### src/pcm_pkg.sv
// constants and encodings of the process control mode block
// Function
// - method select: PID or on/off, default on/off
// - tuning allowed only under PID control
// - structure select: standard or heat/cool, default standard
// - small single-output part: cooling on aux two
// - large single-output part: cooling on aux four
// - self-tuning needs temp input, standard, PID; default on
// - auto-tune start accepted during self-tuning
// - program pattern off keeps program inactive
// - stop pattern: stop when soak time ends
// - continue pattern: keep running after soak
// - periods 0.1, 0.2, 0.5 or 1..99 seconds
// - period default 20 s relay, 2 s voltage
// - periods apply only for PID on relay/voltage
// - standard control: cooling period unavailable
// - current heat output: heat period unused
// - heat/cool: separate heat and cool periods
// - direct action rises with PV, reverse default
// - only alarm one accepts loop burnout type
// - type 1 alarms outside SP deviation band
// - type 2 alarms when PV above SP by X
package pcm_pkg;
	// timing
	localparam int CLOCK_PERIOD_NS = 10;
	localparam int TENTH_SECOND_NS = 100000000;
	localparam int TENTH_CYCLES = TENTH_SECOND_NS / CLOCK_PERIOD_NS;
	localparam logic [4:0] TENTHS_PER_SECOND = 5'h0a;
	// register byte addresses
	localparam logic [7:0] ADR_CONFIG = 8'h00;
	localparam logic [7:0] ADR_COMMAND = 8'h04;
	localparam logic [7:0] ADR_STATUS = 8'h08;
	localparam logic [7:0] ADR_HEAT_PERIOD = 8'h0c;
	localparam logic [7:0] ADR_COOL_PERIOD = 8'h10;
	localparam logic [7:0] ADR_SETPOINT = 8'h14;
	localparam logic [7:0] ADR_SOAK_TIME = 8'h18;
	localparam logic [7:0] ADR_ALARM_TYPE = 8'h20;
	localparam logic [7:0] ADR_ALARM_BAND = 8'h30;
	// config field positions
	localparam int CFG_METHOD = 0;
	localparam int CFG_STRUCTURE = 1;
	localparam int CFG_SELF_TUNE = 2;
	localparam int CFG_PATTERN = 3;
	localparam int CFG_DIRECTION = 5;
	localparam int CFG_LARGE = 6;
	localparam int CFG_SINGLE = 7;
	localparam int CFG_HEAT_KIND = 8;
	localparam int CFG_COOL_KIND = 10;
	localparam int CFG_INPUT = 12;
	localparam int CFG_WIDTH = 17;
	localparam logic [16:0] CFG_RESET = 17'h05004;
	// command bits
	localparam int CMD_AT_START = 0;
	localparam int CMD_AT_CANCEL = 1;
	localparam int CMD_PROG_START = 2;
	localparam int CMD_RUN = 3;
	localparam int CMD_STOP = 4;
	// codes
	localparam logic [1:0] PAT_OFF = 2'h0;
	localparam logic [1:0] PAT_STOP = 2'h1;
	localparam logic [1:0] PAT_CONTINUE = 2'h2;
	localparam logic [1:0] KIND_RELAY = 2'h0;
	localparam logic [1:0] KIND_VOLTAGE = 2'h1;
	localparam logic [1:0] KIND_CURRENT = 2'h2;
	localparam logic [4:0] LAST_TEMP_INPUT = 5'h18;
	localparam logic [4:0] ALARM_OFF = 5'h00;
	localparam logic [4:0] ALARM_BAND_OUT = 5'h01;
	localparam logic [4:0] ALARM_UPPER = 5'h02;
	localparam logic [4:0] ALARM_LOOP_BURNOUT = 5'h0c;
	localparam logic [4:0] ALARM_LAST = 5'h11;
	// periods in tenths of a second
	localparam logic [9:0] PERIOD_RELAY = 10'h0c8;
	localparam logic [9:0] PERIOD_VOLTAGE = 10'h014;
	localparam logic [9:0] PERIOD_MAX = 10'h3de;
	localparam logic [9:0] DUTY_FULL = 10'h3e8;
	localparam logic [15:0] SETPOINT_RESET = 16'h0000;
	localparam logic [15:0] SOAK_RESET = 16'h0001;
endpackage

### src/pcm_period_timer.sv
// time-proportional output timer for one control output
`timescale 1ns/1ps
module pcm_period_timer
	import pcm_pkg::*;
(
	input wire logic clock, // system clock
	input wire logic rstn, // async reset, active low
	input wire logic tick, // one tenth of a second
	input wire logic [9:0] period, // period in tenths
	input wire logic [9:0] duty, // demand per mille
	output logic pulse // output on within period
);
	typedef struct packed {
		logic [9:0] count;
		logic pulse;
	} pcm_timer_t;
	pcm_timer_t state, next_state;
	logic [19:0] onTime;
	logic [19:0] elapsed;

	// compare elapsed part of the period against the demand
	always_comb begin
		next_state = state;
		onTime = {10'h000, duty} * {10'h000, period};
		elapsed = {10'h000, state.count} * {10'h000, DUTY_FULL};
		if (tick) begin
			if (state.count + 10'h001 >= period) begin
				next_state.count = 10'h000;
			end else begin
				next_state.count = state.count + 10'h001;
			end
		end
		next_state.pulse = elapsed < onTime;
	end

	// state register
	always_ff @(posedge clock or negedge rstn) begin
		if (!rstn) begin
			state <= '0;
		end else begin
			state <= next_state;
		end
	end

	assign pulse = state.pulse;
endmodule // pcm_period_timer

### src/pcm_alarm_eval.sv
// deviation alarm evaluation for one alarm channel
`timescale 1ns/1ps
module pcm_alarm_eval
	import pcm_pkg::*;
(
	input wire logic clock, // system clock
	input wire logic rstn, // async reset, active low
	input wire logic [4:0] alarmType, // alarm type code
	input wire logic signed [15:0] pv, // process value
	input wire logic signed [15:0] setpoint, // set point
	input wire logic signed [15:0] upper, // upper deviation or X
	input wire logic signed [15:0] lower, // lower deviation
	output logic alarm // alarm state
);
	typedef struct packed {
		logic alarm;
	} pcm_alarm_t;
	pcm_alarm_t state, next_state;
	logic signed [17:0] dev;

	// deviation of PV from SP, widened against overflow
	always_comb begin
		next_state = state;
		dev = 18'(pv) - 18'(setpoint);
		case (alarmType)
			ALARM_OFF: next_state.alarm = 1'b0;
			ALARM_BAND_OUT: next_state.alarm = (dev > 18'(upper)) || (dev < -18'(lower));
			ALARM_UPPER: next_state.alarm = dev >= 18'(upper);
			default: next_state.alarm = 1'b0;
		endcase
	end

	// state register
	always_ff @(posedge clock or negedge rstn) begin
		if (!rstn) begin
			state <= '0;
		end else begin
			state <= next_state;
		end
	end

	assign alarm = state.alarm;
endmodule // pcm_alarm_eval

### src/pcm_mode_ctrl.sv
// control mode, program, output period and alarm logic with wishbone registers
//
// Our own choices: the register offsets and register access over Wishbone.
`timescale 1ns/1ps
module pcm_mode_ctrl
	import pcm_pkg::*;
#(
	parameter int TENTH_COUNT = TENTH_CYCLES // cycles per tenth second
) (
	input wire logic clock, // system clock
	input wire logic rstn, // async reset, active low
	input wire logic wb_cyc_i, // bus cycle
	input wire logic wb_stb_i, // bus strobe
	input wire logic wb_we_i, // write enable
	input wire logic [7:0] wb_adr_i, // byte address
	input wire logic [3:0] wb_sel_i, // byte enables
	input wire logic [31:0] wb_dat_i, // write data
	output logic [31:0] wb_dat_o, // read data
	output logic wb_ack_o, // bus acknowledge
	input wire logic signed [15:0] pv, // measured process value
	input wire logic [9:0] mvHeat, // heating demand per mille
	input wire logic [9:0] mvCool, // cooling demand per mille
	input wire logic tuneDone, // tuning finished pulse
	output logic signed [16:0] controlError, // error with action applied
	output logic heatOut, // heating control output
	output logic coolOut, // cooling control output
	output logic auxOutputTwo, // auxiliary output two
	output logic auxOutputFour, // auxiliary output four
	output logic [3:0] alarmOut, // alarm outputs
	output logic [9:0] heatLevel, // current output level
	output logic autoTuneActive, // auto-tuning running
	output logic selfTuneActive, // self-tuning running
	output logic running // run state
);
	typedef struct packed {
		logic ack;
		logic [31:0] rdata;
		logic [16:0] cfg;
		logic [9:0] heatPeriod;
		logic [9:0] coolPeriod;
		logic [15:0] setpoint;
		logic [15:0] soakTime;
		logic [3:0][4:0] alarmType;
		logic [3:0][31:0] alarmBand;
		logic running;
		logic autoTune;
		logic selfTune;
		logic progActive;
		logic [19:0] soakLeft;
		logic [23:0] tenthCnt;
		logic tick;
		logic heatOut;
		logic coolOut;
		logic auxTwo;
		logic auxFour;
		logic [3:0] alarmOut;
		logic [9:0] heatLevel;
		logic [16:0] ctrlErr;
	} pcm_state_t;
	pcm_state_t state, next_state;

	logic [3:0] alarmRaw;
	logic heatPulse, coolPulse;
	logic methodPid, heatCool, stEligible, heatPerOk, coolPerOk;
	logic [1:0] pattern, heatKind, coolKind;
	logic [31:0] wmask, wdata, status;
	logic [15:0] cmd;
	logic busReq;
	logic [2:0] alarmSel;
	logic [9:0] heatDuty, coolDuty;

	// byte enables into a bit mask
	function automatic logic [31:0] selMask(input logic [3:0] sel);
		selMask = {{8{sel[3]}}, {8{sel[2]}}, {8{sel[1]}}, {8{sel[0]}}};
	endfunction

	// legal output period in tenths: 0.1, 0.2, 0.5 or whole seconds
	function automatic logic periodLegal(input logic [9:0] p);
		periodLegal = (p == 10'h001) || (p == 10'h002) || (p == 10'h005) ||
			((p >= 10'h00a) && (p <= PERIOD_MAX) && ((p % 10'h00a) == 10'h000));
	endfunction

	// decoded configuration
	assign methodPid = state.cfg[CFG_METHOD];
	assign heatCool = state.cfg[CFG_STRUCTURE];
	assign pattern = state.cfg[CFG_PATTERN +: 2];
	assign heatKind = state.cfg[CFG_HEAT_KIND +: 2];
	assign coolKind = state.cfg[CFG_COOL_KIND +: 2];
	assign stEligible = (state.cfg[CFG_INPUT +: 5] <= LAST_TEMP_INPUT) && !heatCool && methodPid;
	assign heatPerOk = methodPid && (heatKind == KIND_RELAY || heatKind == KIND_VOLTAGE);
	assign coolPerOk = methodPid && heatCool && (coolKind == KIND_RELAY || coolKind == KIND_VOLTAGE);

	// demand fed to the period timers, zero while stopped
	assign heatDuty = state.running ? ((mvHeat > DUTY_FULL) ? DUTY_FULL : mvHeat) : 10'h000;
	assign coolDuty = (state.running && heatCool) ? ((mvCool > DUTY_FULL) ? DUTY_FULL : mvCool) : 10'h000;

	// heating period timer
	pcm_period_timer heatTimer (
		.clock(clock),
		.rstn(rstn),
		.tick(state.tick),
		.period(state.heatPeriod),
		.duty(heatDuty),
		.pulse(heatPulse)
	);

	// cooling period timer
	pcm_period_timer coolTimer (
		.clock(clock),
		.rstn(rstn),
		.tick(state.tick),
		.period(state.coolPeriod),
		.duty(coolDuty),
		.pulse(coolPulse)
	);

	// one evaluator per alarm channel
	genvar gi;
	generate
		for (gi = 0; gi < 4; gi++) begin : gAlarm
			pcm_alarm_eval alarmUnit (
				.clock(clock),
				.rstn(rstn),
				.alarmType(state.alarmType[gi]),
				.pv(pv),
				.setpoint(state.setpoint),
				.upper(state.alarmBand[gi][15:0]),
				.lower(state.alarmBand[gi][31:16]),
				.alarm(alarmRaw[gi])
			);
		end
	endgenerate

	// status word
	always_comb begin
		status = 32'h00000000;
		status[0] = state.autoTune;
		status[1] = state.selfTune;
		status[2] = state.running;
		status[3] = state.progActive;
		status[7:4] = state.alarmOut;
		status[8] = state.heatOut;
		status[9] = state.coolOut;
		status[10] = state.auxTwo;
		status[11] = state.auxFour;
		status[12] = heatPerOk;
		status[13] = coolPerOk;
		status[14] = stEligible;
	end

	// next state: bus, commands, program, outputs
	always_comb begin
		next_state = state;
		busReq = wb_cyc_i && wb_stb_i && !state.ack;
		wmask = selMask(wb_sel_i);
		wdata = 32'h00000000;
		cmd = 16'h0000;
		alarmSel = {1'b0, wb_adr_i[3:2]};
		next_state.ack = busReq;

		// read mux, unmapped reads as zero
		if (busReq) begin
			case (wb_adr_i)
				ADR_CONFIG: next_state.rdata = {15'h0000, state.cfg};
				ADR_STATUS: next_state.rdata = status;
				ADR_HEAT_PERIOD: next_state.rdata = heatPerOk ? {22'h000000, state.heatPeriod} : 32'h00000000;
				ADR_COOL_PERIOD: next_state.rdata = coolPerOk ? {22'h000000, state.coolPeriod} : 32'h00000000;
				ADR_SETPOINT: next_state.rdata = {16'h0000, state.setpoint};
				ADR_SOAK_TIME: next_state.rdata = {16'h0000, state.soakTime};
				default: begin
					if (wb_adr_i[7:4] == ADR_ALARM_TYPE[7:4]) begin
						next_state.rdata = {27'h0000000, state.alarmType[alarmSel[1:0]]};
					end else if (wb_adr_i[7:4] == ADR_ALARM_BAND[7:4]) begin
						next_state.rdata = state.alarmBand[alarmSel[1:0]];
					end else begin
						next_state.rdata = 32'h00000000;
					end
				end
			endcase
		end

		// register writes, byte lanes merged
		if (busReq && wb_we_i) begin
			case (wb_adr_i)
				ADR_CONFIG: begin
					wdata = ({15'h0000, state.cfg} & ~wmask) | (wb_dat_i & wmask);
					next_state.cfg = wdata[CFG_WIDTH-1:0];
					// output kind change reloads its default period
					if (wdata[CFG_HEAT_KIND +: 2] != heatKind) begin
						next_state.heatPeriod = (wdata[CFG_HEAT_KIND +: 2] == KIND_VOLTAGE) ?
							PERIOD_VOLTAGE : PERIOD_RELAY;
					end
					if (wdata[CFG_COOL_KIND +: 2] != coolKind) begin
						next_state.coolPeriod = (wdata[CFG_COOL_KIND +: 2] == KIND_VOLTAGE) ?
							PERIOD_VOLTAGE : PERIOD_RELAY;
					end
				end
				ADR_COMMAND: cmd = wb_dat_i[15:0] & wmask[15:0];
				ADR_HEAT_PERIOD: begin
					wdata = ({22'h000000, state.heatPeriod} & ~wmask) | (wb_dat_i & wmask);
					if (heatPerOk && wdata[31:10] == 22'h000000 && periodLegal(wdata[9:0])) begin
						next_state.heatPeriod = wdata[9:0];
					end
				end
				ADR_COOL_PERIOD: begin
					wdata = ({22'h000000, state.coolPeriod} & ~wmask) | (wb_dat_i & wmask);
					if (coolPerOk && wdata[31:10] == 22'h000000 && periodLegal(wdata[9:0])) begin
						next_state.coolPeriod = wdata[9:0];
					end
				end
				ADR_SETPOINT: begin
					wdata = ({16'h0000, state.setpoint} & ~wmask) | (wb_dat_i & wmask);
					next_state.setpoint = wdata[15:0];
				end
				ADR_SOAK_TIME: begin
					wdata = ({16'h0000, state.soakTime} & ~wmask) | (wb_dat_i & wmask);
					next_state.soakTime = wdata[15:0];
				end
				default: begin
					if (wb_adr_i[7:4] == ADR_ALARM_TYPE[7:4] && wb_sel_i[0]) begin
						// loop burnout only on the first alarm, unknown codes refused
						if (wb_dat_i[4:0] <= ALARM_LAST &&
							(alarmSel == 3'h0 || wb_dat_i[4:0] != ALARM_LOOP_BURNOUT)) begin
							next_state.alarmType[alarmSel[1:0]] = wb_dat_i[4:0];
						end
					end else if (wb_adr_i[7:4] == ADR_ALARM_BAND[7:4]) begin
						next_state.alarmBand[alarmSel[1:0]] = (state.alarmBand[alarmSel[1:0]] & ~wmask) |
							(wb_dat_i & wmask);
					end
				end
			endcase
		end

		// tenth-second time base
		next_state.tick = 1'b0;
		if (state.tenthCnt >= 24'(TENTH_COUNT - 1)) begin
			next_state.tenthCnt = 24'h000000;
			next_state.tick = 1'b1;
		end else begin
			next_state.tenthCnt = state.tenthCnt + 24'h000001;
		end

		// run and stop commands, stop wins
		if (cmd[CMD_RUN]) begin
			next_state.running = 1'b1;
		end
		if (cmd[CMD_STOP]) begin
			next_state.running = 1'b0;
			next_state.progActive = 1'b0;
		end

		// simple program: soak countdown in tenths
		if (pattern == PAT_OFF) begin
			next_state.progActive = 1'b0;
		end else if (cmd[CMD_PROG_START] && !cmd[CMD_STOP]) begin
			next_state.progActive = 1'b1;
			next_state.running = 1'b1;
			next_state.soakLeft = 20'(state.soakTime) * 20'(TENTHS_PER_SECOND);
		end else if (state.progActive && state.tick) begin
			if (state.soakLeft <= 20'h00001) begin
				next_state.soakLeft = 20'h00000;
				next_state.progActive = 1'b0;
				if (pattern == PAT_STOP) begin
					next_state.running = 1'b0;
				end else begin
					next_state.running = state.running;
				end
			end else begin
				next_state.soakLeft = state.soakLeft - 20'h00001;
			end
		end

		// auto-tuning, start wins over clear, allowed during self-tuning
		if (!methodPid || cmd[CMD_AT_CANCEL] || tuneDone) begin
			next_state.autoTune = 1'b0;
		end
		if (cmd[CMD_AT_START] && methodPid) begin
			next_state.autoTune = 1'b1;
		end
		next_state.selfTune = state.cfg[CFG_SELF_TUNE] && stEligible && state.running;

		// error sense follows action direction
		next_state.ctrlErr = state.cfg[CFG_DIRECTION] ? (17'(pv) - 17'($signed(state.setpoint))) :
			(17'($signed(state.setpoint)) - 17'(pv));

		// control outputs
		if (!state.running) begin
			next_state.heatOut = 1'b0;
			next_state.coolOut = 1'b0;
			next_state.heatLevel = 10'h000;
		end else if (!methodPid) begin
			next_state.heatOut = $signed(state.ctrlErr) > 17'sh00000;
			next_state.coolOut = heatCool && ($signed(state.ctrlErr) < 17'sh00000);
			next_state.heatLevel = next_state.heatOut ? DUTY_FULL : 10'h000;
		end else begin
			next_state.heatOut = heatPerOk && heatPulse;
			next_state.coolOut = coolPerOk && coolPulse;
			next_state.heatLevel = (heatKind == KIND_CURRENT) ? heatDuty : 10'h000;
		end

		// alarms and auxiliary terminals, cooling takes an aux on single-output parts
		next_state.alarmOut = alarmRaw;
		next_state.auxTwo = alarmRaw[1];
		next_state.auxFour = alarmRaw[3];
		if (heatCool && state.cfg[CFG_SINGLE]) begin
			if (state.cfg[CFG_LARGE]) begin
				next_state.auxFour = next_state.coolOut;
			end else begin
				next_state.auxTwo = next_state.coolOut;
			end
		end
	end

	// state register with documented defaults
	always_ff @(posedge clock or negedge rstn) begin
		if (!rstn) begin
			state <= '0;
			state.cfg <= CFG_RESET;
			state.heatPeriod <= PERIOD_RELAY;
			state.coolPeriod <= PERIOD_RELAY;
			state.setpoint <= SETPOINT_RESET;
			state.soakTime <= SOAK_RESET;
			state.running <= 1'b1;
		end else begin
			state <= next_state;
		end
	end

	// outputs straight from the state register
	assign wb_dat_o = state.rdata;
	assign wb_ack_o = state.ack;
	assign controlError = state.ctrlErr;
	assign heatOut = state.heatOut;
	assign coolOut = state.coolOut;
	assign auxOutputTwo = state.auxTwo;
	assign auxOutputFour = state.auxFour;
	assign alarmOut = state.alarmOut;
	assign heatLevel = state.heatLevel;
	assign autoTuneActive = state.autoTune;
	assign selfTuneActive = state.selfTune;
	assign running = state.running;
endmodule // pcm_mode_ctrl

### config.mk
export PLATFORM = sky130hd
export DESIGN_NAME = pcm_mode_ctrl
export DESIGN_NICKNAME = d
export VERILOG_FILES = /design/src/pcm_pkg.sv /design/src/pcm_period_timer.sv /design/src/pcm_alarm_eval.sv /design/src/pcm_mode_ctrl.sv
export SDC_FILE = /design/constraint.sdc
export NUM_CORES = 2
export LEC_CHECK = 0
export BUFFER_PORTS_ARGS = -buffer_cell sky130_fd_sc_hd__buf_2
export CAP_MARGIN = 10
export CORE_MARGIN = 1
export CORE_UTILIZATION = 36
export CTS_CLUSTER_DIAMETER = 30
export CTS_CLUSTER_SIZE = 28
export DETAILED_ROUTE_END_ITERATION = 8
export PLACE_DENSITY_LB_ADDON = 0.05
export SYNTH_ARGS = -nofsm -noshare
export SYNTH_HDL_FRONTEND = slang
export SYNTH_SLANG_ARGS = --single-unit
### constraint.sdc
create_clock -name clock -period 11.43 [get_ports clock]
set_input_delay 0.5715 -clock clock [delete_from_list [all_inputs] [get_ports clock]]
set_output_delay 0.5715 -clock clock [all_outputs]
set_load 0.1 [all_outputs]
==> out/metrics.yaml <==
sta:
  fin_tns_setup_ns: 0
  setup_viol: 0
  drv_slew: 0
  rsz0062_at_grt: "no"
  post-route-min-period_ns: 7.78
  finalHoldViolCount: 0
  finClkSkew_ns: 0.0296
  fmax_ghz: 0.129
  worst_pin_slew_ns: 1.08
  relSlewSlack_pct: 27.3
  finalCritPeriodShare_pct: 68.1
yosys:
  yosysWarningCount: 0
  synth_nets: 4769
  ys_seq_area_share_pct: 24.9
  ys_seq_elements: 360
  synthCells: 4049
  synth_ff_type: "dfrtp_1"
  netlist.area_leader.share_pct: 24.1
  ys_types: 80
  syn_avg_cell_area_sq_um: 8.94
  synth_area_leaders: "dfrtp_1 24%, ha_1 15%, fa_1 10%"
  yosysMostFrequentCell: "ha_1"
  syn_area_sq_um: 36200
  synth_edf_count: 0
  synthTopCellsByCount: "447 x ha_1, 389 x inv_1, 349 x dfrtp_1"
  synth_async_sr_flop_share_pct: 100
  yosys.area.top_type: "dfrtp_1"
final_layout:
  syn2layout_area_growth_pct: 15.1
  drive_gt1_share_pct: 12.9
  final_cell_area_sq_um: 41700
  nets: 4855
  utilization_pct: 42.1
  antenna_cells: 0
  num-fill-cells: 9937
route:
  wire_per_inst_um: 21.8
  wl_um: 120000
  dr_total_vias: 29600
  first_pass_iters: 5
  drc_errors: 0
  route.antenna.remaining_nets: 0
  drtIter0Drc: 1801
  avgViaCountPerCell: 5.37
grt:
  grt_pass1_wl_um: 186000
  antenna_found_initial: 2
  grt_max_degree: 86
  overflow: 0
  grt_usage_pct: 23.7
  grt_pass1_vias: 30000
worst_setup_path:
  crit_path_end_kind: "register"
  cp-start-kind: "register"
  worstPathArrival_ns: 8.37
  cp_max_fo: 36
  slowest_delay_ns: 0.70
  critical_path_required_ns: 12.02
  crit_slowest_cell: "a2111oi_0"
  critical_path_class: "register to register"
die:
  io_pins: 157
  dieArea_sq_um: 102000
  start_util_pct: 36.6
  rows: 115
  core_area_sq_um: 99000
  die_h_um: 319
  die_w_um: 319
hold_path:
  hp-class: "primary input to register"
pwr:
  power.leakage_nw: 20.4
  power.density_nw_per_um2: 129
  max-vdd-ir-drop_uv: 126
  power.total_w: 0.00539
clock_network:
  root_buffer: "clkbuf_16"
  ctsLongestPathBuffers: 3
  cts_buffers: 105
  clk_pin_slew_ns: 0.05
  cts_sinks: 360
  post_cts_resize_count: 0
  clk_latency_ns: 0.67
  htreeDepth: 3
  cts_tree: "done"
place:
  place_congestion: 0.884
  port-buffer-count: 156
  dpl-instance-area_sq_um: 37900
  place_hpwl_um: 91900
job:
  maxCapViolCount: 0
outcome:
  status: "completed"
power by group:
group | internal [W] | switching (W) | total (W) | leakage, nW
Sequential | 0.00133 | 0.0000660 | 0.00140 | 4.65
Clock | 0.00215 | 0.000918 | 0.00307 | 1.86
Combinational | 0.000316 | 0.000605 | 0.000921 | 13.8
Total | 0.00380 | 0.00159 | 0.00539 | 20.4
through the flow:
step / cells / hold WS (ns) / worst slack [ns]
floorplan: 4049 / 0.276 / 4.21
global placement: 5314 / 0.337 / 3.37
detailed placement: 5314 / 0.342 / 3.32
CTS: 5513 / 0.211 / 3.58
global route: 5513 / 0.251 / 3.08
finish: 5513 / 0.253 / 3.65
critical path, delay by kind of cell, from the launching register on:
kind                     cells  cell delay, ns
buffers and inverters        5            0.59
flip-flops                   1            0.50
XOR/XNOR                     1            0.16
AO/OA/AOI/OAI               11            2.32
adder cells (fa/ha/maj)      7            2.70
AND/OR/NAND/NOR              8            1.42
per-layer routing:
metal  vias up  global-route usage, %  routed length [um]
met5         -                      0                   0
met4         0                   6.05                2400
met3       133                   3.14                4930
met2       621                   38.8               56000
met1     14500                   32.9               56700
li1      14300                      -                   -
layout make-up:
| type | instances | area (sq um) | area share [%] |
|---|---|---|---|
| multi-input combinational | 3071 | 24600 | 59.1 |
| sequential | 360 | 9020 | 21.7 |
| inverter | 391 | 1470 | 3.52 |
| tap | 1287 | 1610 | 3.87 |
| clock inverter | 51 | 722 | 1.73 |
| clock buffer | 147 | 3040 | 7.29 |
| timing repair buffer | 206 | 1170 | 2.81 |
cell usage in the layout, fill, tap and decap left out, drive strengths merged, types with 61 or more instances in the layout:
cell	instances
clkbuf	147
mux2	76
and2	62
dfrtp	349
buf	205
inv	398
fa	187
xnor2	106
ha	447
nand3	61
xor2	82
a21oi	270
nand2	329
nor3	84
a21o	63
nor2	331
o21ai	259
logic make-up (layout without fill, tap and decap cells):
logic type | count (synthesis) | after routing | share of synthesized area (%)
AO/OA/AOI/OAI | 923 | 923 | 16.1
buffers and inverters | 618 | 795 | 7.21
adder cells (fa/ha/maj) | 637 | 637 | 25.9
XOR/XNOR | 188 | 188 | 4.55
AND/OR/NAND/NOR | 1154 | 1154 | 15.1
flip-flops | 360 | 360 | 24.9
multiplexers | 169 | 169 | 6.25
path summary, 6_finish.rpt:
check / from / cells after the start / slack [ns] / end
min reg2reg: gAlarm[0].alarmUnit.alarm$_DFF_PN0_ / 0 / 0.35 / alarmOut[0]$_DFF_PN0_
max in group asynchronous: rstn / 4 / 8.63 / state[202]$_DFFE_PN0P_
min: mvHeat[5] / 3 / 0.25 / heatLevel[5]$_DFF_PN0_
max reg2reg: running$_DFFE_PN1P_ / 32 / 3.65 / heatTimer.pulse$_DFF_PN0_
min in group asynchronous: rstn / 2 / 0.50 / coolTimer.pulse$_DFF_PN0_
max: running$_DFFE_PN1P_ / 32 / 3.65 / heatTimer.pulse$_DFF_PN0_
repair_timing:
action                                  4_1_cts  5_1_grt
setup buffers                                 0        0
endpoints found under the setup margin        0        0
hold buffers                                  1        0
endpoints found under the hold margin        60        0
Power figures use the tool's default switching activity.
